--- config.mk ---
export PLATFORM = sky130hd
export DESIGN_NAME = rtc_top
export DESIGN_NICKNAME = d
export VERILOG_FILES = /design/src/hdl/rtc_pkg.sv /design/src/hdl/rtc_prescaler.sv /design/src/hdl/rtc_top.sv /design/src/hdl/rtc_trim.sv
export SDC_FILE = /design/constraint.sdc
export NUM_CORES = 1
export LEC_CHECK = 0
export ABC_AREA = 0
export BUFFER_PORTS_ARGS = -buffer_cell sky130_fd_sc_hd__buf_2
export CAP_MARGIN = 5
export CORE_MARGIN = 2
export CORE_UTILIZATION = 60
export DETAILED_ROUTE_END_ITERATION = 10
export MAX_ROUTING_LAYER = met4
export PLACE_DENSITY = 0.81
export SYNTH_ARGS = -nofsm -noshare
export SYNTH_HDL_FRONTEND = slang
export SYNTH_SLANG_ARGS = --single-unit
--- constraint.sdc ---
create_clock -name core_clk -period 18.9 [get_ports core_clk]
set_input_delay 3.78 -clock core_clk [delete_from_list [all_inputs] [get_ports core_clk]]
set_output_delay 3.78 -clock core_clk [all_outputs]
set_load 0.01 [all_outputs]
--- src/hdl/rtc_pkg.sv ---
package rtc_pkg;
  localparam int unsigned ADDR_W = 8;
  localparam logic [7:0] IDX_CTRL  = 8'h00;
  localparam logic [7:0] IDX_SYNC  = 8'h01;
  localparam logic [7:0] IDX_IRQL  = 8'h02;
  localparam logic [7:0] IDX_FLAGS = 8'h03;
  localparam logic [7:0] IDX_TRIM  = 8'h06;
  localparam logic [7:0] IDX_COUNT = 8'h08;
  localparam logic [7:0] IDX_WRAP  = 8'h0a;
  localparam logic [7:0] IDX_MATCH = 8'h0c;
  localparam int unsigned CTRL_CORR_BIT  = 3;
  localparam int unsigned CTRL_PSC_LSB   = 0;
  localparam int unsigned IRQL_MATCH_LSB = 2;
  localparam int unsigned IRQL_WRAP_LSB  = 0;
  localparam int unsigned FLAG_MATCH_BIT = 1;
  localparam int unsigned FLAG_WRAP_BIT  = 0;
  localparam int unsigned TRIM_SIGN_BIT  = 7;
  localparam logic [7:0]  RST_BYTE = 8'h00;
  localparam logic [15:0] RST_WORD = 16'h0000;
  localparam logic [1:0]  SYNC_EDGES   = 2'h2;
  localparam int unsigned DIV_W        = 10;
  localparam int unsigned CORR_INT_W   = 20;
  localparam int unsigned CORR_SLOT_LSB = 13;
  localparam logic [1:0] RESP_OKAY   = 2'h0;
  localparam logic [1:0] RESP_SLVERR = 2'h2;

  typedef enum logic [2:0] {
    PSC_OFF = 3'b000, PSC_DIV1 = 3'b001, PSC_HALVE_SETTING = 3'b010, PSC_DIV8 = 3'b011,
    PSC_DIV16 = 3'b100, PSC_DIV64 = 3'b101, PSC_DIV256 = 3'b110, PSC_DIV1024 = 3'b111
  } rtc_psc_t;

  typedef struct packed {
    logic match;
    logic wrap;
  } rtc_evt_t;

  typedef struct packed {
    logic       req;
    logic [1:0] level;
  } rtc_irq_t;

  typedef struct packed {
    logic       add;
    logic       skip;
  } rtc_corr_t;

  function automatic logic [ADDR_W-1:0] regAddr(input logic [7:0] idx);
    regAddr = {idx[5:0], 2'b00};
  endfunction
endpackage

--- src/hdl/rtc_prescaler.sv ---
`timescale 1ns/1ns
module rtc_prescaler
  import rtc_pkg::*;
(
  input  wire logic      core_clk,
  input  wire logic      sys_rst,
  input  wire logic      rtcEdge,
  input  wire rtc_psc_t  pscSel,
  input  wire rtc_corr_t corr,
  output logic           tick
);
  logic [DIV_W-1:0] divCnt_reg;
  logic [DIV_W-1:0] divCnt_next;
  logic [DIV_W:0]   sum;
  logic [DIV_W-1:0] limit;
  logic [1:0]       step;
  logic             wrapNow;

  function automatic logic [DIV_W-1:0] divLimit(input rtc_psc_t sel);
    unique case (sel)
      PSC_OFF:     divLimit = 10'h000;
      PSC_DIV1:    divLimit = 10'h000;
      PSC_HALVE_SETTING:    divLimit = 10'h001;
      PSC_DIV8:    divLimit = 10'h007;
      PSC_DIV16:   divLimit = 10'h00f;
      PSC_DIV64:   divLimit = 10'h03f;
      PSC_DIV256:  divLimit = 10'h0ff;
      PSC_DIV1024: divLimit = 10'h3ff;
    endcase
  endfunction

  assign limit   = divLimit(pscSel);
  // Trim stalls one edge or advances by two
  assign step    = corr.add ? 2'h0 : (corr.skip ? 2'h2 : 2'h1);
  assign sum     = {1'b0, divCnt_reg} + {{(DIV_W-1){1'b0}}, step};
  assign wrapNow = rtcEdge && (pscSel != PSC_OFF) && (sum > {1'b0, limit});
  assign divCnt_next = wrapNow ? DIV_W'(sum - {1'b0, limit} - 11'h001) :
                       (rtcEdge && pscSel != PSC_OFF) ? sum[DIV_W-1:0] : divCnt_reg;

  always_ff @(posedge core_clk or posedge sys_rst) begin
    if (sys_rst) begin
      divCnt_reg <= '0;
      tick       <= 1'b0;
    end else begin
      divCnt_reg <= divCnt_next;
      tick       <= wrapNow;
    end
  end
endmodule

--- src/hdl/rtc_top.sv ---
// Chosen here: register access over AXI4-Lite.
`timescale 1ns/1ns
module rtc_top
  import rtc_pkg::*;
(
  input  wire logic              core_clk,
  input  wire logic              sys_rst,
  input  wire logic              rtcClk,
  input  wire logic [ADDR_W-1:0] awaddr,
  input  wire logic              awvalid,
  output logic                   awready,
  input  wire logic [31:0]       wdata,
  input  wire logic [3:0]        wstrb,
  input  wire logic              wvalid,
  output logic                   wready,
  output logic [1:0]             bresp,
  output logic                   bvalid,
  input  wire logic              bready,
  input  wire logic [ADDR_W-1:0] araddr,
  input  wire logic              arvalid,
  output logic                   arready,
  output logic [31:0]            rdata,
  output logic [1:0]             rresp,
  output logic                   rvalid,
  input  wire logic              rready,
  input  wire logic              matchAck,
  input  wire logic              wrapAck,
  output rtc_irq_t               matchIrq,
  output rtc_irq_t               wrapIrq,
  output rtc_evt_t               evt
);
  // Bus side registers
  logic              awHeld_reg;
  logic              wHeld_reg;
  logic [ADDR_W-1:0] awAddr_reg;
  logic [31:0]       wData_reg;
  logic [3:0]        wStrb_reg;
  logic              wrEn;
  logic              mapW;
  logic              mapR;
  logic [31:0]       rdMux;
  logic              arTake;
  logic              lane0;
  logic              lane1;
  logic [15:0]       wrWord;

  // Software visible state
  logic [7:0]  ctrlShadow_reg;
  logic [7:0]  ctrlActive_reg;
  logic [7:0]  irqLevel_reg;
  logic [1:0]  flags_reg;
  logic [1:0]  flags_next;
  logic [7:0]  trim_reg;
  logic [15:0] cntShadow_reg;
  logic [15:0] wrapShadow_reg;
  logic [15:0] matchShadow_reg;
  logic [15:0] cntReg_reg;
  logic [15:0] wrap_reg;
  logic [15:0] match_reg;
  logic [3:0]  pendMask_reg;
  logic [1:0]  pendCnt_reg;
  logic        pendFlag;
  logic        applyNow;

  // Counter side
  logic        rtcPrev_reg;
  logic        rtcEdge;
  logic        tick;
  rtc_corr_t   corr;
  logic        wrapHit;
  logic        matchHit;
  logic [1:0]  wrapDiv_reg;
  logic [1:0]  matchDiv_reg;
  logic [1:0]  evtMod;
  logic        wrCtrl;
  logic        wrIrql;
  logic        wrFlags;
  logic        wrTrim;
  logic        wrCount;
  logic        wrWrap;
  logic        wrMatch;

  function automatic logic [1:0] eventModulo(input logic [15:0] limit);
    eventModulo = (limit == 16'h0000) ? 2'h3 : ((limit == 16'h0001) ? 2'h2 : 2'h1);
  endfunction

  function automatic logic [1:0] divStep(input logic [1:0] cur, input logic [1:0] modulo);
    divStep = (cur + 2'h1 >= modulo) ? 2'h0 : cur + 2'h1;
  endfunction

  function automatic logic isMapped(input logic [ADDR_W-1:0] a);
    isMapped = (a == regAddr(IDX_CTRL)) || (a == regAddr(IDX_SYNC)) || (a == regAddr(IDX_IRQL)) ||
               (a == regAddr(IDX_FLAGS)) || (a == regAddr(IDX_TRIM)) || (a == regAddr(IDX_COUNT)) ||
               (a == regAddr(IDX_WRAP)) || (a == regAddr(IDX_MATCH));
  endfunction

  // AXI4-Lite write: address and data taken in either order, answer after both
  assign awready = !awHeld_reg;
  assign wready  = !wHeld_reg;
  assign wrEn    = awHeld_reg && wHeld_reg && !bvalid;
  assign mapW    = isMapped(awAddr_reg);
  assign lane0   = wStrb_reg[0];
  assign lane1   = wStrb_reg[1];
  assign wrWord  = {lane1 ? wData_reg[15:8] : 8'h00, lane0 ? wData_reg[7:0] : 8'h00};
  assign wrCtrl  = wrEn && lane0 && awAddr_reg == regAddr(IDX_CTRL);
  assign wrIrql  = wrEn && lane0 && awAddr_reg == regAddr(IDX_IRQL);
  assign wrFlags = wrEn && lane0 && awAddr_reg == regAddr(IDX_FLAGS);
  assign wrTrim  = wrEn && lane0 && awAddr_reg == regAddr(IDX_TRIM);
  assign wrCount = wrEn && (lane0 || lane1) && awAddr_reg == regAddr(IDX_COUNT);
  assign wrWrap  = wrEn && (lane0 || lane1) && awAddr_reg == regAddr(IDX_WRAP);
  assign wrMatch = wrEn && (lane0 || lane1) && awAddr_reg == regAddr(IDX_MATCH);

  always_ff @(posedge core_clk or posedge sys_rst) begin
    if (sys_rst) begin
      awHeld_reg <= 1'b0;
      wHeld_reg  <= 1'b0;
      awAddr_reg <= '0;
      wData_reg  <= '0;
      wStrb_reg  <= '0;
      bvalid     <= 1'b0;
      bresp      <= RESP_OKAY;
    end else begin
      if (awvalid && awready) begin
        awHeld_reg <= 1'b1;
        awAddr_reg <= awaddr;
      end
      if (wvalid && wready) begin
        wHeld_reg <= 1'b1;
        wData_reg <= wdata;
        wStrb_reg <= wstrb;
      end
      if (wrEn) begin
        bvalid     <= 1'b1;
        bresp      <= mapW ? RESP_OKAY : RESP_SLVERR;
        awHeld_reg <= 1'b0;
        wHeld_reg  <= 1'b0;
      end else if (bvalid && bready) begin
        bvalid <= 1'b0;
      end
    end
  end

  // AXI4-Lite read: one cycle from address to data
  assign arready = !rvalid;
  assign arTake  = arvalid && arready;
  assign mapR    = isMapped(araddr);
  assign rdMux   = (araddr == regAddr(IDX_CTRL))  ? {24'h000000, 4'h0, ctrlShadow_reg[3:0]} :
                   (araddr == regAddr(IDX_SYNC))  ? {31'h00000000, pendFlag} :
                   (araddr == regAddr(IDX_IRQL))  ? {24'h000000, 4'h0, irqLevel_reg[3:0]} :
                   (araddr == regAddr(IDX_FLAGS)) ? {30'h00000000, flags_reg} :
                   (araddr == regAddr(IDX_TRIM))  ? {24'h000000, trim_reg} :
                   (araddr == regAddr(IDX_COUNT)) ? {16'h0000, cntReg_reg} :
                   (araddr == regAddr(IDX_WRAP))  ? {16'h0000, wrapShadow_reg} :
                   (araddr == regAddr(IDX_MATCH)) ? {16'h0000, matchShadow_reg} : 32'h00000000;

  always_ff @(posedge core_clk or posedge sys_rst) begin
    if (sys_rst) begin
      rvalid <= 1'b0;
      rdata  <= '0;
      rresp  <= RESP_OKAY;
    end else if (arTake) begin
      rvalid <= 1'b1;
      rdata  <= rdMux;
      rresp  <= mapR ? RESP_OKAY : RESP_SLVERR;
    end else if (rvalid && rready) begin
      rvalid <= 1'b0;
    end
  end

  // Directly applied registers: level, trim
  always_ff @(posedge core_clk or posedge sys_rst) begin
    if (sys_rst) begin
      irqLevel_reg <= RST_BYTE;
      trim_reg     <= RST_BYTE;
    end else begin
      if (wrIrql) begin
        irqLevel_reg <= {4'h0, wData_reg[3:0]};
      end
      if (wrTrim) begin
        trim_reg <= wData_reg[7:0];
      end
    end
  end

  // Counter clock taken as a synchronous input; rising edges drive the count
  assign rtcEdge  = rtcClk && !rtcPrev_reg;
  assign pendFlag = (pendCnt_reg != 2'h0);
  assign applyNow = rtcEdge && (pendCnt_reg == 2'h1);

  // Crossing: writes land in shadows and reach the counter two counter edges later
  always_ff @(posedge core_clk or posedge sys_rst) begin
    if (sys_rst) begin
      rtcPrev_reg     <= 1'b0;
      pendCnt_reg     <= 2'h0;
      pendMask_reg    <= 4'h0;
      ctrlShadow_reg  <= RST_BYTE;
      cntShadow_reg   <= RST_WORD;
      wrapShadow_reg  <= RST_WORD;
      matchShadow_reg <= RST_WORD;
    end else begin
      rtcPrev_reg <= rtcClk;
      if (wrCtrl || wrCount || wrWrap || wrMatch) begin
        pendCnt_reg  <= SYNC_EDGES;
        pendMask_reg <= pendMask_reg | {wrMatch, wrWrap, wrCount, wrCtrl};
      end else if (rtcEdge && pendFlag) begin
        pendCnt_reg <= pendCnt_reg - 2'h1;
        if (applyNow) begin
          pendMask_reg <= 4'h0;
        end
      end
      if (wrCtrl) begin
        ctrlShadow_reg <= {4'h0, wData_reg[3:0]};
      end
      if (wrCount) begin
        cntShadow_reg <= wrWord;
      end
      if (wrWrap) begin
        wrapShadow_reg <= wrWord;
      end
      if (wrMatch) begin
        matchShadow_reg <= wrWord;
      end
    end
  end

  rtc_trim uTrim (
    .core_clk   (core_clk),
    .sys_rst    (sys_rst),
    .rtcEdge    (rtcEdge),
    .corrEnable (ctrlActive_reg[CTRL_CORR_BIT]),
    .trimValue  (trim_reg),
    .corr       (corr)
  );

  rtc_prescaler uPsc (
    .core_clk (core_clk),
    .sys_rst  (sys_rst),
    .rtcEdge  (rtcEdge),
    .pscSel   (rtc_psc_t'(ctrlActive_reg[CTRL_PSC_LSB +: 3])),
    .corr     (corr),
    .tick     (tick)
  );

  // Hits are judged on the value present at the prescaled count
  assign wrapHit  = tick && (cntReg_reg == wrap_reg);
  assign matchHit = tick && (cntReg_reg == match_reg) && (match_reg <= wrap_reg);

  always_ff @(posedge core_clk or posedge sys_rst) begin
    if (sys_rst) begin
      ctrlActive_reg <= RST_BYTE;
      cntReg_reg     <= RST_WORD;
      wrap_reg       <= RST_WORD;
      match_reg      <= RST_WORD;
    end else begin
      if (applyNow && pendMask_reg[0]) begin
        ctrlActive_reg <= ctrlShadow_reg;
      end
      if (applyNow && pendMask_reg[2]) begin
        wrap_reg <= wrapShadow_reg;
      end
      if (applyNow && pendMask_reg[3]) begin
        match_reg <= matchShadow_reg;
      end
      if (applyNow && pendMask_reg[1]) begin
        cntReg_reg <= cntShadow_reg;
      end else if (wrapHit) begin
        cntReg_reg <= RST_WORD;
      end else if (tick) begin
        cntReg_reg <= cntReg_reg + 16'h0001;
      end
    end
  end

  // Flags: a hit in the same cycle as a clear keeps the flag set
  always_comb begin
    flags_next = flags_reg;
    if (wrFlags && wData_reg[FLAG_MATCH_BIT]) begin
      flags_next[FLAG_MATCH_BIT] = 1'b0;
    end
    if (wrFlags && wData_reg[FLAG_WRAP_BIT]) begin
      flags_next[FLAG_WRAP_BIT] = 1'b0;
    end
    if (matchAck) begin
      flags_next[FLAG_MATCH_BIT] = 1'b0;
    end
    if (wrapAck) begin
      flags_next[FLAG_WRAP_BIT] = 1'b0;
    end
    if (matchHit) begin
      flags_next[FLAG_MATCH_BIT] = 1'b1;
    end
    if (wrapHit) begin
      flags_next[FLAG_WRAP_BIT] = 1'b1;
    end
  end

  // Event thinning for very short wrap limits
  assign evtMod = eventModulo(wrap_reg);

  always_ff @(posedge core_clk or posedge sys_rst) begin
    if (sys_rst) begin
      flags_reg    <= 2'h0;
      wrapDiv_reg  <= 2'h0;
      matchDiv_reg <= 2'h0;
      evt          <= '0;
    end else begin
      flags_reg <= flags_next;
      // A divider left over from a shorter wrap limit does not thin events once the wrap limit is two or more
      evt.wrap  <= wrapHit && ((wrapDiv_reg == 2'h0) || (evtMod == 2'h1));
      evt.match <= matchHit && ((matchDiv_reg == 2'h0) || (evtMod == 2'h1));
      if (wrapHit) begin
        wrapDiv_reg <= divStep(wrapDiv_reg, evtMod);
      end
      if (matchHit) begin
        matchDiv_reg <= divStep(matchDiv_reg, evtMod);
      end
    end
  end

  assign matchIrq.level = irqLevel_reg[IRQL_MATCH_LSB +: 2];
  assign matchIrq.req   = flags_reg[FLAG_MATCH_BIT] && (matchIrq.level != 2'h0);
  assign wrapIrq.level  = irqLevel_reg[IRQL_WRAP_LSB +: 2];
  assign wrapIrq.req    = flags_reg[FLAG_WRAP_BIT] && (wrapIrq.level != 2'h0);
endmodule

--- src/hdl/rtc_trim.sv ---
`timescale 1ns/1ns
module rtc_trim
  import rtc_pkg::*;
(
  input  wire logic       core_clk,
  input  wire logic       sys_rst,
  input  wire logic       rtcEdge,
  input  wire logic       corrEnable,
  input  wire logic [7:0] trimValue,
  output rtc_corr_t       corr
);
  logic [CORR_INT_W-1:0] intCnt_reg;
  logic                  active_reg;
  logic                  slotStart;
  logic                  doCorr;
  logic                  intEnd;

  // Slots of 8192 edges; one correction at the start of each slot below magnitude
  assign slotStart = (intCnt_reg[CORR_SLOT_LSB-1:0] == '0);
  assign doCorr    = active_reg && rtcEdge && slotStart &&
                     (intCnt_reg[CORR_INT_W-1:CORR_SLOT_LSB] < trimValue[6:0]);
  assign corr.add  = doCorr && !trimValue[TRIM_SIGN_BIT];
  assign corr.skip = doCorr && trimValue[TRIM_SIGN_BIT];
  assign intEnd    = (intCnt_reg == '1);

  always_ff @(posedge core_clk or posedge sys_rst) begin
    if (sys_rst) begin
      intCnt_reg <= '0;
      active_reg <= 1'b0;
    end else if (!active_reg) begin
      active_reg <= corrEnable;
      intCnt_reg <= '0;
    end else if (rtcEdge) begin
      intCnt_reg <= intCnt_reg + 1'b1;
      if (intEnd) begin
        active_reg <= corrEnable;
      end
    end
  end
endmodule

==> metrics.md, run 1 <==
| Metric | Value |
|---|---|
| Vias in the first global route | 8594 |
| Worst hold stages | 2 |
| Placer Congestion | 0.940 |
| R2r worst-path depth | 22 |
| Slew margin rel. | 15.8% |
| Antenna Cells | 0 |
| Post-route ant nets | 0 |
| Worst IR Drop VDD | 0.0916 mV |
| Crit path kind | primary input to register |
| Core Util, Final | 67.3% |
| Hold WC Path Type | register to register |
| DP Wirelength | 18700 um |
| Syn-to-layout area delta | 10.7% |
| Initial Utilization | 60.8% |
| Via count | 8813 |
| Footprint of the multi-input gates | 0.00554 mm^2 |
| Lkg Pwr | 0.00587 uW |
| Critical register-to-register path startpoint | trim_reg[1] |
| Min-Delay Endpoint | rdata[5] |
| Die H | 141 um |
| Cells after Synth | 1178 |
| Yosys top cell area share | 46.6% |
| Synth area leader | dfrtp_1 |
| WP data required | 19.32 ns |
| CTS root buf | clkbuf_16 |
| Die extent in x | 141 um |
| # Max-Cap Violations | 0 |
| Achievable Freq | 129 MHz |
| Die area | 0.0200 mm^2 |
| Post-route clock period utilization | 41.1% |
| Placeable Area | 0.0186 mm^2 |
| RR Endpoint | uPsc.divCnt_reg[5] |
| Final Hold Fails | 0 |
| Most area-consuming cells after synthesis | dfrtp_1 (47%), mux2_2 (7.1%), o21ai_0 (5.3%), ha_1 (5.0%), nand2_1 (5.0%) |
| Final setup viols | 0 |
| Cts hold-fix bufs | 0 |
| Cells along the critical path | buf_2 > nand2b_1 > nor4_1 > o2111ai_1 > ha_1 > fa_1 > and3_1 > nand3_1 > xnor2_1 > ha_1 > nand2b_1 > nor4_2 > a2111oi_4 > a2bb2oi_4 > nand2_4 > or3_1 > a21oi_1 > xnor2_1 |
| Final min period | 7.77 ns |
| Top-count cell post-synth | dfrtp_1 |
| PD cells | 116 mW/mm^2 |
| # fillers | 1414 |
| Gr usage total | 27.9% |
| Crit Path Max Fanout | 18 |
| Clk sinks | 211 |
| DRT iter0 DRCs | 686 |
| Hold slack final | 0.477 ns |
| Synth cell types | 67 |
| Post-cts sizing count | 0 |
| Final net count | 1337 |
| Post-synth ARST share | 100% |
| Final wirelength | 26700 um |
| R2r setup slk | 13.42 ns |
| CP max stage cell | fa_1 |
| Worst Path Arrival | 8.19 ns |
| TritonRoute pass-1 iters | 5 |
| Congestion Overflow GR | 0 |
| Worst hold start | rdata[5] |
| Max Slew Vio Count | 0 |
| Io pins | 111 |
| Worst stage delay on the critical path | 0.49 ns |
| FP Rows | 50 |
| Vias/cell | 5.97 |
| CTS clk-pin slew, worst paths | 0.06 ns |
| Crit start category | primary input |
| Buffers on Ports | 74 |
| Largest net degree at the start of global routing | 149 |
| Seq. cell area | 0.00528 mm^2 |
| Ys Warns | 0 |
| Synthesized area per cell | 9.63 um^2 |
| CTS tree | built |
| Share of cells above drive strength 1 | 17.1% |
| Flops & latches, synth | 211 |
| Clk_lat worst skew | 0.50 ns |
| Setup Total Neg Slack | 0 ns |
| DRC | 0 |
| Maximum root-to-sink buffer count | 3 |
| Setup Fix Bufs, Post-CTS | 0 |
| CTS H-tree lvls | 1 |
| Clk_skew | 0.0101 ns |
| Cts bufs inserted | 23 |
| Synth Cell Area | 0.0113 mm^2 |
| Status | finished clean |
| Post-synth EDFFs | 0 |
| Antenna violations before repair | 0 |
| Drt wl/cell | 18.1 um |
| RSZ-0062 raised after global routing | false |
| Number of flip-flops in the largest register | 20 |
| Synth cell count leaders | dfrtp_1 (211), nand2_1 (150), o21ai_0 (121) |
| First-pass GRT wire length | 43700 um |
| Crit end category | register |
| Synth Flop Type | dfrtp_1 |
| Seq/Total Area, Yosys | 46.6% |
| Least-Margin Pin Slew | 1.26 ns |
==> final cells by class <==
class | instances | area share (%)
clock buffers | 30 | 5.19
repair buffers | 83 | 3.49
flip-flops and latches | 211 | 42.1
well taps | 234 | 2.33
clock inverters | 10 | 0.847
multi-input cells | 848 | 44.2
inverters | 61 | 1.90
==> power breakdown <==
part           switching (uW)  total, uW  internal (uW)
clock network             181        451            269
registers                 113        643            530
logic                     198        358            160
total                     493       1450            959
==> critical path, delay by kind of cell <==
kind | cells | cell delay, ns
fa+ha+maj | 3 | 1.11
buf+inv | 1 | 0.10
xor+xnor | 2 | 0.30
compound gates | 4 | 1.12
simple gates | 8 | 1.76
==> cell families after synthesis <==
kind of cell | share of synthesized area (%)
compound gates | 14.6
xor+xnor | 4.86
fa+ha+maj | 5.42
buf+inv | 5.15
flops | 46.6
mux | 7.49
other cells | 0.0331
simple gates | 15.8
==> how the worst max path moves through the flow <==
stage | from | endpoint | slack, ns
3_3_place_gp | rtcClk | uPsc.divCnt_reg[5] | 10.75
2_1_floorplan | sys_rst | awAddr_reg[0] | 9.35
4_1_cts | rtcClk | uPsc.divCnt_reg[5] | 11.16
5_1_grt | rtcClk | uPsc.divCnt_reg[5] | 10.85
3_5_place_dp | rtcClk | uPsc.divCnt_reg[5] | 10.66
6_report | rtcClk | uPsc.divCnt_reg[5] | 11.13
==> cells in the final DEF (no fill, tap or decap), drive strengths merged, types with 9 or more instances in the layout <==
cell type	n
nand2b	9
nand3	26
and3	13
clkbuf	30
nor3	15
nand4	17
dfrtp	211
a21boi	11
xor2	26
o21a	13
conb	18
o21ai	123
and2	16
a21oi	72
nand2	151
mux2	71
a22o	10
inv	60
buf	83
nor2	66
xnor2	36
or3	11
ha	45
a21o	13
nor4	14
==> routing by layer <==
| layer | routed length [um] | track usage [%] |
|---|---|---|
| met5 | 0 | - |
| met3 | 1370 | 3.51 |
| met4 | 1050 | 10.7 |
| met2 | 13100 | 44.6 |
| met1 | 11200 | 36.9 |
==> stage by stage <==
step	power, uW	instances	worst slack [ns]	area [um^2]
after floorplan	899	1195	9.35	11400
after CTS	1450	1477	11.16	12600
final	1450	1477	11.13	12600
after detailed placement	1000	1437	10.66	11800
after global routing	1530	1477	10.85	12600
after global placement	982	1437	10.75	11800
Power figures use the tool's default switching activity.
==> run 2: changes to the inputs <==
ABC_AREA = 1   (was 0)
clock period = 7.15 ns   (was 18.9 ns; I/O delays follow)
==> metrics.md, run 2 <==
| Metric | Value |
|---|---|
| Logic gate share of total power | 29.6% (was 24.7%) |
| Ys Warns | 0 (unchanged) |
| Cts bufs inserted | 24 (was 23) |
| Core Util, Final | 68.3% (was 67.3%) |
| Crit path kind | primary input to register (unchanged) |
| Crit Path Max Fanout | 14 (was 18) |
| Vias/cell | 5.77 (was 5.97) |
| Via count | 10300 (was 8813) |
| Die area | 0.0205 mm^2 (was 0.0200 mm^2) |
| Max Slew Vio Count | 0 (unchanged) |
| PD cells | 309 mW/mm^2 (was 116 mW/mm^2) |
| Post-synth EDFFs | 0 (unchanged) |
| Sw Ratio | 36.4% (was 34.0%) |
| Final setup viols | 0 (unchanged) |
| Achievable Freq | 202 MHz |
| Buffers on Ports | 74 (unchanged) |
| Crit end category | register (unchanged) |
| Synth cell count leaders | nand2_1 (309), dfrtp_1 (211), inv_1 (173) (was dfrtp_1 (211), nand2_1 (150), o21ai_0 (121)) |
| Dpl cell area | 0.0121 mm^2 (was 0.0118 mm^2) |
| TritonRoute pass-1 iters | 5 (unchanged) |
| DP Wirelength | 21100 um (was 18700 um) |
| Post-route clock period utilization | 69.3% |
| Most area-consuming cells after synthesis | dfrtp_1 (45%), nand2_1 (10%), o21ai_0 (6.2%), inv_1 (5.6%), ha_1 (4.8%) (was dfrtp_1 (47%), mux2_2 (7.1%), o21ai_0 (5.3%), ha_1 (5.0%), nand2_1 (5.0%)) |
| # Max-Cap Violations | 0 (unchanged) |
| Setup Fix Bufs, Post-CTS | 0 (unchanged) |
| DRC | 0 (unchanged) |
| Largest net degree at the start of global routing | 169 (was 149) |
| Gr usage total | 30.3% (was 27.9%) |
| Worst Path Arrival | 5.35 ns (was 8.19 ns) |
| Most frequent cells in the layout | nand2_1 (309), dfrtp_1 (211), inv_1 (172) (was dfrtp_1 (211), nand2_1 (150), o21ai_0 (121)) |
| First-pass GRT wire length | 48300 um (was 43700 um) |
| CTS H-tree lvls | 1 (unchanged) |
| Share of total power in the clock network | 30.2% (was 31.0%) |
| Antenna violations before repair | 0 (unchanged) |
| WP data required | 7.55 ns (was 19.32 ns) |
| Io pins | 111 (unchanged) |
| Worst IR Drop VDD | 0.245 mV (was 0.0916 mV) |
| Share of cells above drive strength 1 | 11.1% (was 17.1%) |
| Hold WC Path Type | register to register (unchanged) |
| Placer Congestion | 0.933 (was 0.940) |
| Final wirelength | 29200 um (was 26700 um) |
| Seq. cell area | 0.00528 mm^2 (unchanged) |
| Synth Cell Area | 0.0116 mm^2 (was 0.0113 mm^2) |
| Initial Utilization | 61.6% (was 60.8%) |
| CTS root buf | clkbuf_16 (unchanged) |
| Cts hold-fix bufs | 0 (unchanged) |
| Yosys top cell area share | 45.4% (was 46.6%) |
| Clk_skew | 0.0214 ns (was 0.0101 ns) |
| FP Rows | 50 (unchanged) |
| Die extent in x | 143 um (was 141 um) |
| Clk_lat worst skew | 0.53 ns (was 0.50 ns) |
| Synthesized area per cell | 8.06 um^2 (was 9.63 um^2) |
| Final net count | 1612 (was 1337) |
| Pre-CTS WS | 1.70 ns (was 10.66 ns) |
| DRT iter0 DRCs | 877 (was 686) |
| Number of flip-flops in the largest register | 20 (unchanged) |
| Placeable Area | 0.0189 mm^2 (was 0.0186 mm^2) |
| Least-Margin Pin Slew | 1.16 ns (was 1.26 ns) |
| Lkg Pwr | 0.00622 uW (was 0.00587 uW) |
| Die H | 143 um (was 141 um) |
| Synth Flop Type | dfrtp_1 (unchanged) |
| Vias in the first global route | 9868 (was 8594) |
| Commonest non-fill, non-tap cell in the layout | nand2_1 (was dfrtp_1) |
| Final Hold Fails | 0 (unchanged) |
| Setup Total Neg Slack | 0 ns (unchanged) |
| RSZ-0062 raised after global routing | false (unchanged) |
| Final min period | 4.95 ns |
| CTS clk-pin slew, worst paths | 0.06 ns (about the same) |
| Post-route ant nets | 0 (unchanged) |
| Seq/Total Area, Yosys | 45.4% (was 46.6%) |
| Synth area leader | dfrtp_1 (unchanged) |
| Maximum root-to-sink buffer count | 3 (unchanged) |
| Hold slack final | 0.471 ns (was 0.477 ns) |
| Crit start category | primary input (unchanged) |
| Net Switching | 1450 uW (was 493 uW) |
| Slew margin rel. | 22.5% (was 15.8%) |
| Syn-to-layout area delta | 10.9% (was 10.7%) |
| Int Pwr | 2540 uW (was 959 uW) |
| Flops & latches, synth | 211 (unchanged) |
| Drt wl/cell | 16.4 um (was 18.1 um) |
| Top-count cell post-synth | nand2_1 (was dfrtp_1) |
| Final worst slack | 2.20 ns (was 11.13 ns) |
| # fillers | 1537 (was 1414) |
| Design area | 0.0129 mm^2 (was 0.0126 mm^2) |
| Status | finished clean (unchanged) |
| Synth cell types | 54 (was 67) |
| CTS tree | built (unchanged) |
| Sequential Power Share | 40.2% (was 44.3%) |
| Post-cts sizing count | 0 (unchanged) |
| Post-synth ARST share | 100% (unchanged) |
| Congestion Overflow GR | 0 (unchanged) |
| Antenna Cells | 0 (unchanged) |
| Cells after Synth | 1444 (was 1178) |
| Clk sinks | 211 (unchanged) |
| Footprint of the multi-input gates | 0.00542 mm^2 (was 0.00554 mm^2) |
## run 2: changes by cell type in the layout (fill, tap and decap cells not counted), sizes merged, moves of 21 or more
cell and change:
xnor2 -29, o21ai +27, nand3 +59, inv +114, mux2 -55, nor2 +56, nor3 +21, nand2 +163
nand4 +24
## run 2: through the flow
stage               instances  power [uW]
floorplan                1461        2490
global placement         1737        2740
CTS                      1780        3990
global route             1780        4240
detailed placement       1737        2780
finish                   1780        3990
## run 2: path summary, 6_finish.rpt
| path | from | end | slack (ns) | depth (start not counted) |
|---|---|---|---|---|
| max | rtcClk | uPsc.divCnt_reg[4] | 2.20 | 22 |
| min | rdata[12] | rdata[12] | 0.47 | 2 |
| max reg2reg | uTrim.active_reg | uPsc.divCnt_reg[4] | 2.58 | 19 |
| min reg2reg | rdata[12] | rdata[12] | 0.47 | 2 |
| max in group asynchronous | sys_rst | uPsc.divCnt_reg[9] | 4.66 | 3 |
| min in group asynchronous | sys_rst | wData_reg[9] | 1.11 | 2 |
## run 2: cell families (layout without fill, tap and decap cells)
group,Yosys count,count (layout),synth area share (%)
and+or+nand+nor,628,628,24.0
AOI/OAI and AO/OA,262,262,12.4
buffers and inverters,241,300,8.58
DFF,211,211,45.4
adders and majority gates,47,47,5.18
xor gates and xnor gates,38,38,2.86
muxes,16,16,1.55
other,1,18,0.0322
## run 2: worst max-delay path: stages
cell	delay, ns
buf_2	0.09
inv_1	0.05
nor2_4	0.17
inv_2	0.14
nor2_1	0.18
nand4_1	0.11
nor4_1	0.23
nand2_1	0.20
ha_1	0.28
fa_1	0.51
nand3_1	0.15
xor2_1	0.19
inv_1	0.06
ha_1	0.33
a21oi_1	0.23
nor2_1	0.06
nor3b_1	0.21
nand2_1	0.11
nand2_2	0.28
inv_2	0.15
nand2_1	0.09
nand3_1	0.08
## run 2: layout make-up
type                    count  share of cell area, %
well taps                 260                   2.52
clock buffers              32                   5.27
flip-flops and latches    211                   40.9
clock inverters            11                  0.834
multi-input cells        1009                   42.0
inverters                 178                   5.21
repair buffers             79                   3.26
## run 2: power by group through the flow
stage / Combinational, uW / Clock [uW] / Sequential [uW]
finish: 1180 / 1210 / 1600
CTS: 1180 / 1210 / 1600
detailed placement: 1170 / 0 / 1610
global route: 1350 / 1270 / 1620
global placement: 1140 / 0 / 1600
floorplan: 960 / 0 / 1530
## run 2: per-layer routing
metal | global-route usage [%] | wire length, um | part of all wire, %
met5 | - | 0 | 0
met4 | 10.7 | 982 | 3.4
met3 | 5.23 | 2440 | 8.3
met2 | 45.9 | 13200 | 45
met1 | 41.7 | 12600 | 43
==> run 3: changes to the inputs <==
CORE_UTILIZATION = 54   (was 60)
PLACE_DENSITY = 0.77   (was 0.81)
clock period = 4.5 ns   (was 7.15 ns; I/O delays follow)
==> metrics.md, run 3 (synthesized netlist as in run 2, its figures left out) <==
| Metric | Value |
|---|---|
| CTS clk-pin slew, worst paths | 0.06 ns (about the same) |
| Maximum root-to-sink buffer count | 3 (unchanged) |
| Final net count | 1629 (was 1612) |
| Final worst slack | 0.282 ns (was 2.20 ns) |
| Cts hold-fix bufs | 0 (unchanged) |
| Post-route clock period utilization | 93.7% |
| Least-Margin Pin Slew | 1.17 ns (was 1.16 ns) |
| DP Wirelength | 21600 um (was 21100 um) |
| Crit path kind | register to register (was primary input to register) |
| CTS root buf | clkbuf_16 (unchanged) |
| Share of cells above drive strength 1 | 12.2% (was 11.1%) |
| Initial Utilization | 55.2% (was 61.6%) |
| CP dominant cell by count | nand2_1 (unchanged) |
| Final Hold Fails | 0 (unchanged) |
| Die extent in x | 151 um (was 143 um) |
| TritonRoute pass-1 iters | 5 (unchanged) |
| Hold slack final | 0.474 ns (was 0.471 ns) |
| Placer Congestion | 0.943 (was 0.933) |
| Clk_lat worst skew | 0.52 ns (was 0.53 ns) |
| Vias in the first global route | 9511 (was 9868) |
| Final min period | 4.22 ns |
| Final setup viols | 0 (unchanged) |
| Setup Fix Bufs, Post-CTS | 0 (unchanged) |
| Pre-CTS WS | -0.0862 ns (was 1.70 ns) |
| Gr usage total | 27.2% (was 30.3%) |
| CP max stage cell | fa_2 (was fa_1) |
| Hold WC Path Type | register to register (unchanged) |
| Antenna violations before repair | 0 (unchanged) |
| Post-cts sizing count | 0 (unchanged) |
| Clk_skew | 0.0192 ns (was 0.0214 ns) |
| Io pins | 111 (unchanged) |
| Max Slew Vio Count | 0 (unchanged) |
| CTS tree | built (unchanged) |
| # Max-Cap Violations | 0 (unchanged) |
| Antenna Cells | 0 (unchanged) |
| Achievable Freq | 237 MHz |
| Placed cells | 1770 (was 1737) |
| Die area | 0.0227 mm^2 (was 0.0205 mm^2) |
| WP data required | 4.92 ns (was 7.55 ns) |
| First-pass GRT wire length | 47900 um (was 48300 um) |
| Crit Path Max Fanout | 13 (was 14) |
| Dpl cell area | 0.0123 mm^2 (was 0.0121 mm^2) |
| Crit start category | register (was primary input) |
| Buffers on Ports | 74 (unchanged) |
| Syn-to-layout area delta | 12.0% (was 10.9%) |
| Number of flip-flops in the largest register | 20 (unchanged) |
| Via count | 10200 (was 10300) |
| Worst stage delay on the critical path | 0.40 ns (was 0.51 ns) |
| Clk sinks | 211 (unchanged) |
| Status | finished clean (unchanged) |
| Drt wl/cell | 16.2 um (was 16.4 um) |
| DRT iter0 DRCs | 830 (was 877) |
| Placeable Area | 0.0211 mm^2 (was 0.0189 mm^2) |
| Commonest non-fill, non-tap cell in the layout | nand2_1 (unchanged) |
| Slew margin rel. | 21.9% (was 22.5%) |
| DRC | 0 (unchanged) |
| Congestion Overflow GR | 0 (unchanged) |
| Lkg Pwr | 0.00628 uW (was 0.00622 uW) |
| CTS H-tree lvls | 1 (unchanged) |
| Final wirelength | 29400 um (was 29200 um) |
| Most frequent cells in the layout | nand2_1 (309), dfrtp_1 (211), inv_1 (172) (unchanged) |
| Vias/cell | 5.64 (was 5.77) |
| Post-Layout Cell Count | 1812 (was 1780) |
| Largest net degree at the start of global routing | 115 (was 169) |
| Setup Total Neg Slack | 0 ns (unchanged) |
| Worst Path Arrival | 4.63 ns (was 5.35 ns) |
| Die H | 151 um (was 143 um) |
| # fillers | 1845 (was 1537) |
| Post-route ant nets | 0 (unchanged) |
| Design area | 0.0130 mm^2 (was 0.0129 mm^2) |
| PD cells | 488 mW/mm^2 (was 309 mW/mm^2) |
| Worst IR Drop VDD | 0.482 mV (was 0.245 mV) |
| FP Rows | 53 (was 50) |
| Cts bufs inserted | 23 (was 24) |
| Crit end category | register (unchanged) |
[run 3: power by group]
part           switching [uW]  internal [uW]
sequential                330           2220
combinational            1230            758
clock                     789           1040
total                    2350           4010
[run 3: final cells by class]
| type | count | area (um^2) | area share (%) |
|---|---|---|---|
| Tap cell | 275 | 344 | 2.64 |
| Clock inverter | 14 | 115 | 0.884 |
| Sequential cell | 211 | 5280 | 40.5 |
| Inverter | 178 | 672 | 5.16 |
| Multi-Input combinational cell | 1009 | 5440 | 41.7 |
| Timing Repair Buffer | 97 | 568 | 4.36 |
| Clock buffer | 28 | 614 | 4.72 |
[run 3: per-stage QoR]
stage               power (uW)  utilization, %
floorplan                 3960               -
global placement          4440            58.3
detailed placement        4520            58.3
CTS                       6350            61.7
global route              6770            61.8
finish                    6360            61.8
[run 3: path summary, 6_finish.rpt]
path                                            to  slack [ns]        start  cells after the start
max in group asynchronous                   evt[1]        3.40      sys_rst                      3
worst min-delay path                      rdata[9]        0.47     rdata[9]                      2
worst max-delay path            uPsc.divCnt_reg[3]        0.28  trim_reg[2]                     25
min in group asynchronous             wData_reg[7]        0.55      sys_rst                      3
worst max register to register  uPsc.divCnt_reg[3]        0.28  trim_reg[2]                     25
worst min register to register            rdata[9]        0.47     rdata[9]                      2
[run 3: metal layers]
layer  routed length, um  track usage [%]  vias to the layer above
met5                   0                -                        -
met4                 905             8.74                        0
met3                2130             3.40                       77
met2               13100             40.8                      407
met1               13300             38.8                     4828
li1                    -                -                     4901
[run 3: critical path: cells and delay by family (launching register included)]
kind / cells / cell delay [ns]
compound gates: 6 / 0.92
xor+xnor: 1 / 0.18
fa+ha+maj: 4 / 1.33
buf+inv: 2 / 0.23
flops: 1 / 0.39
simple gates: 12 / 1.06
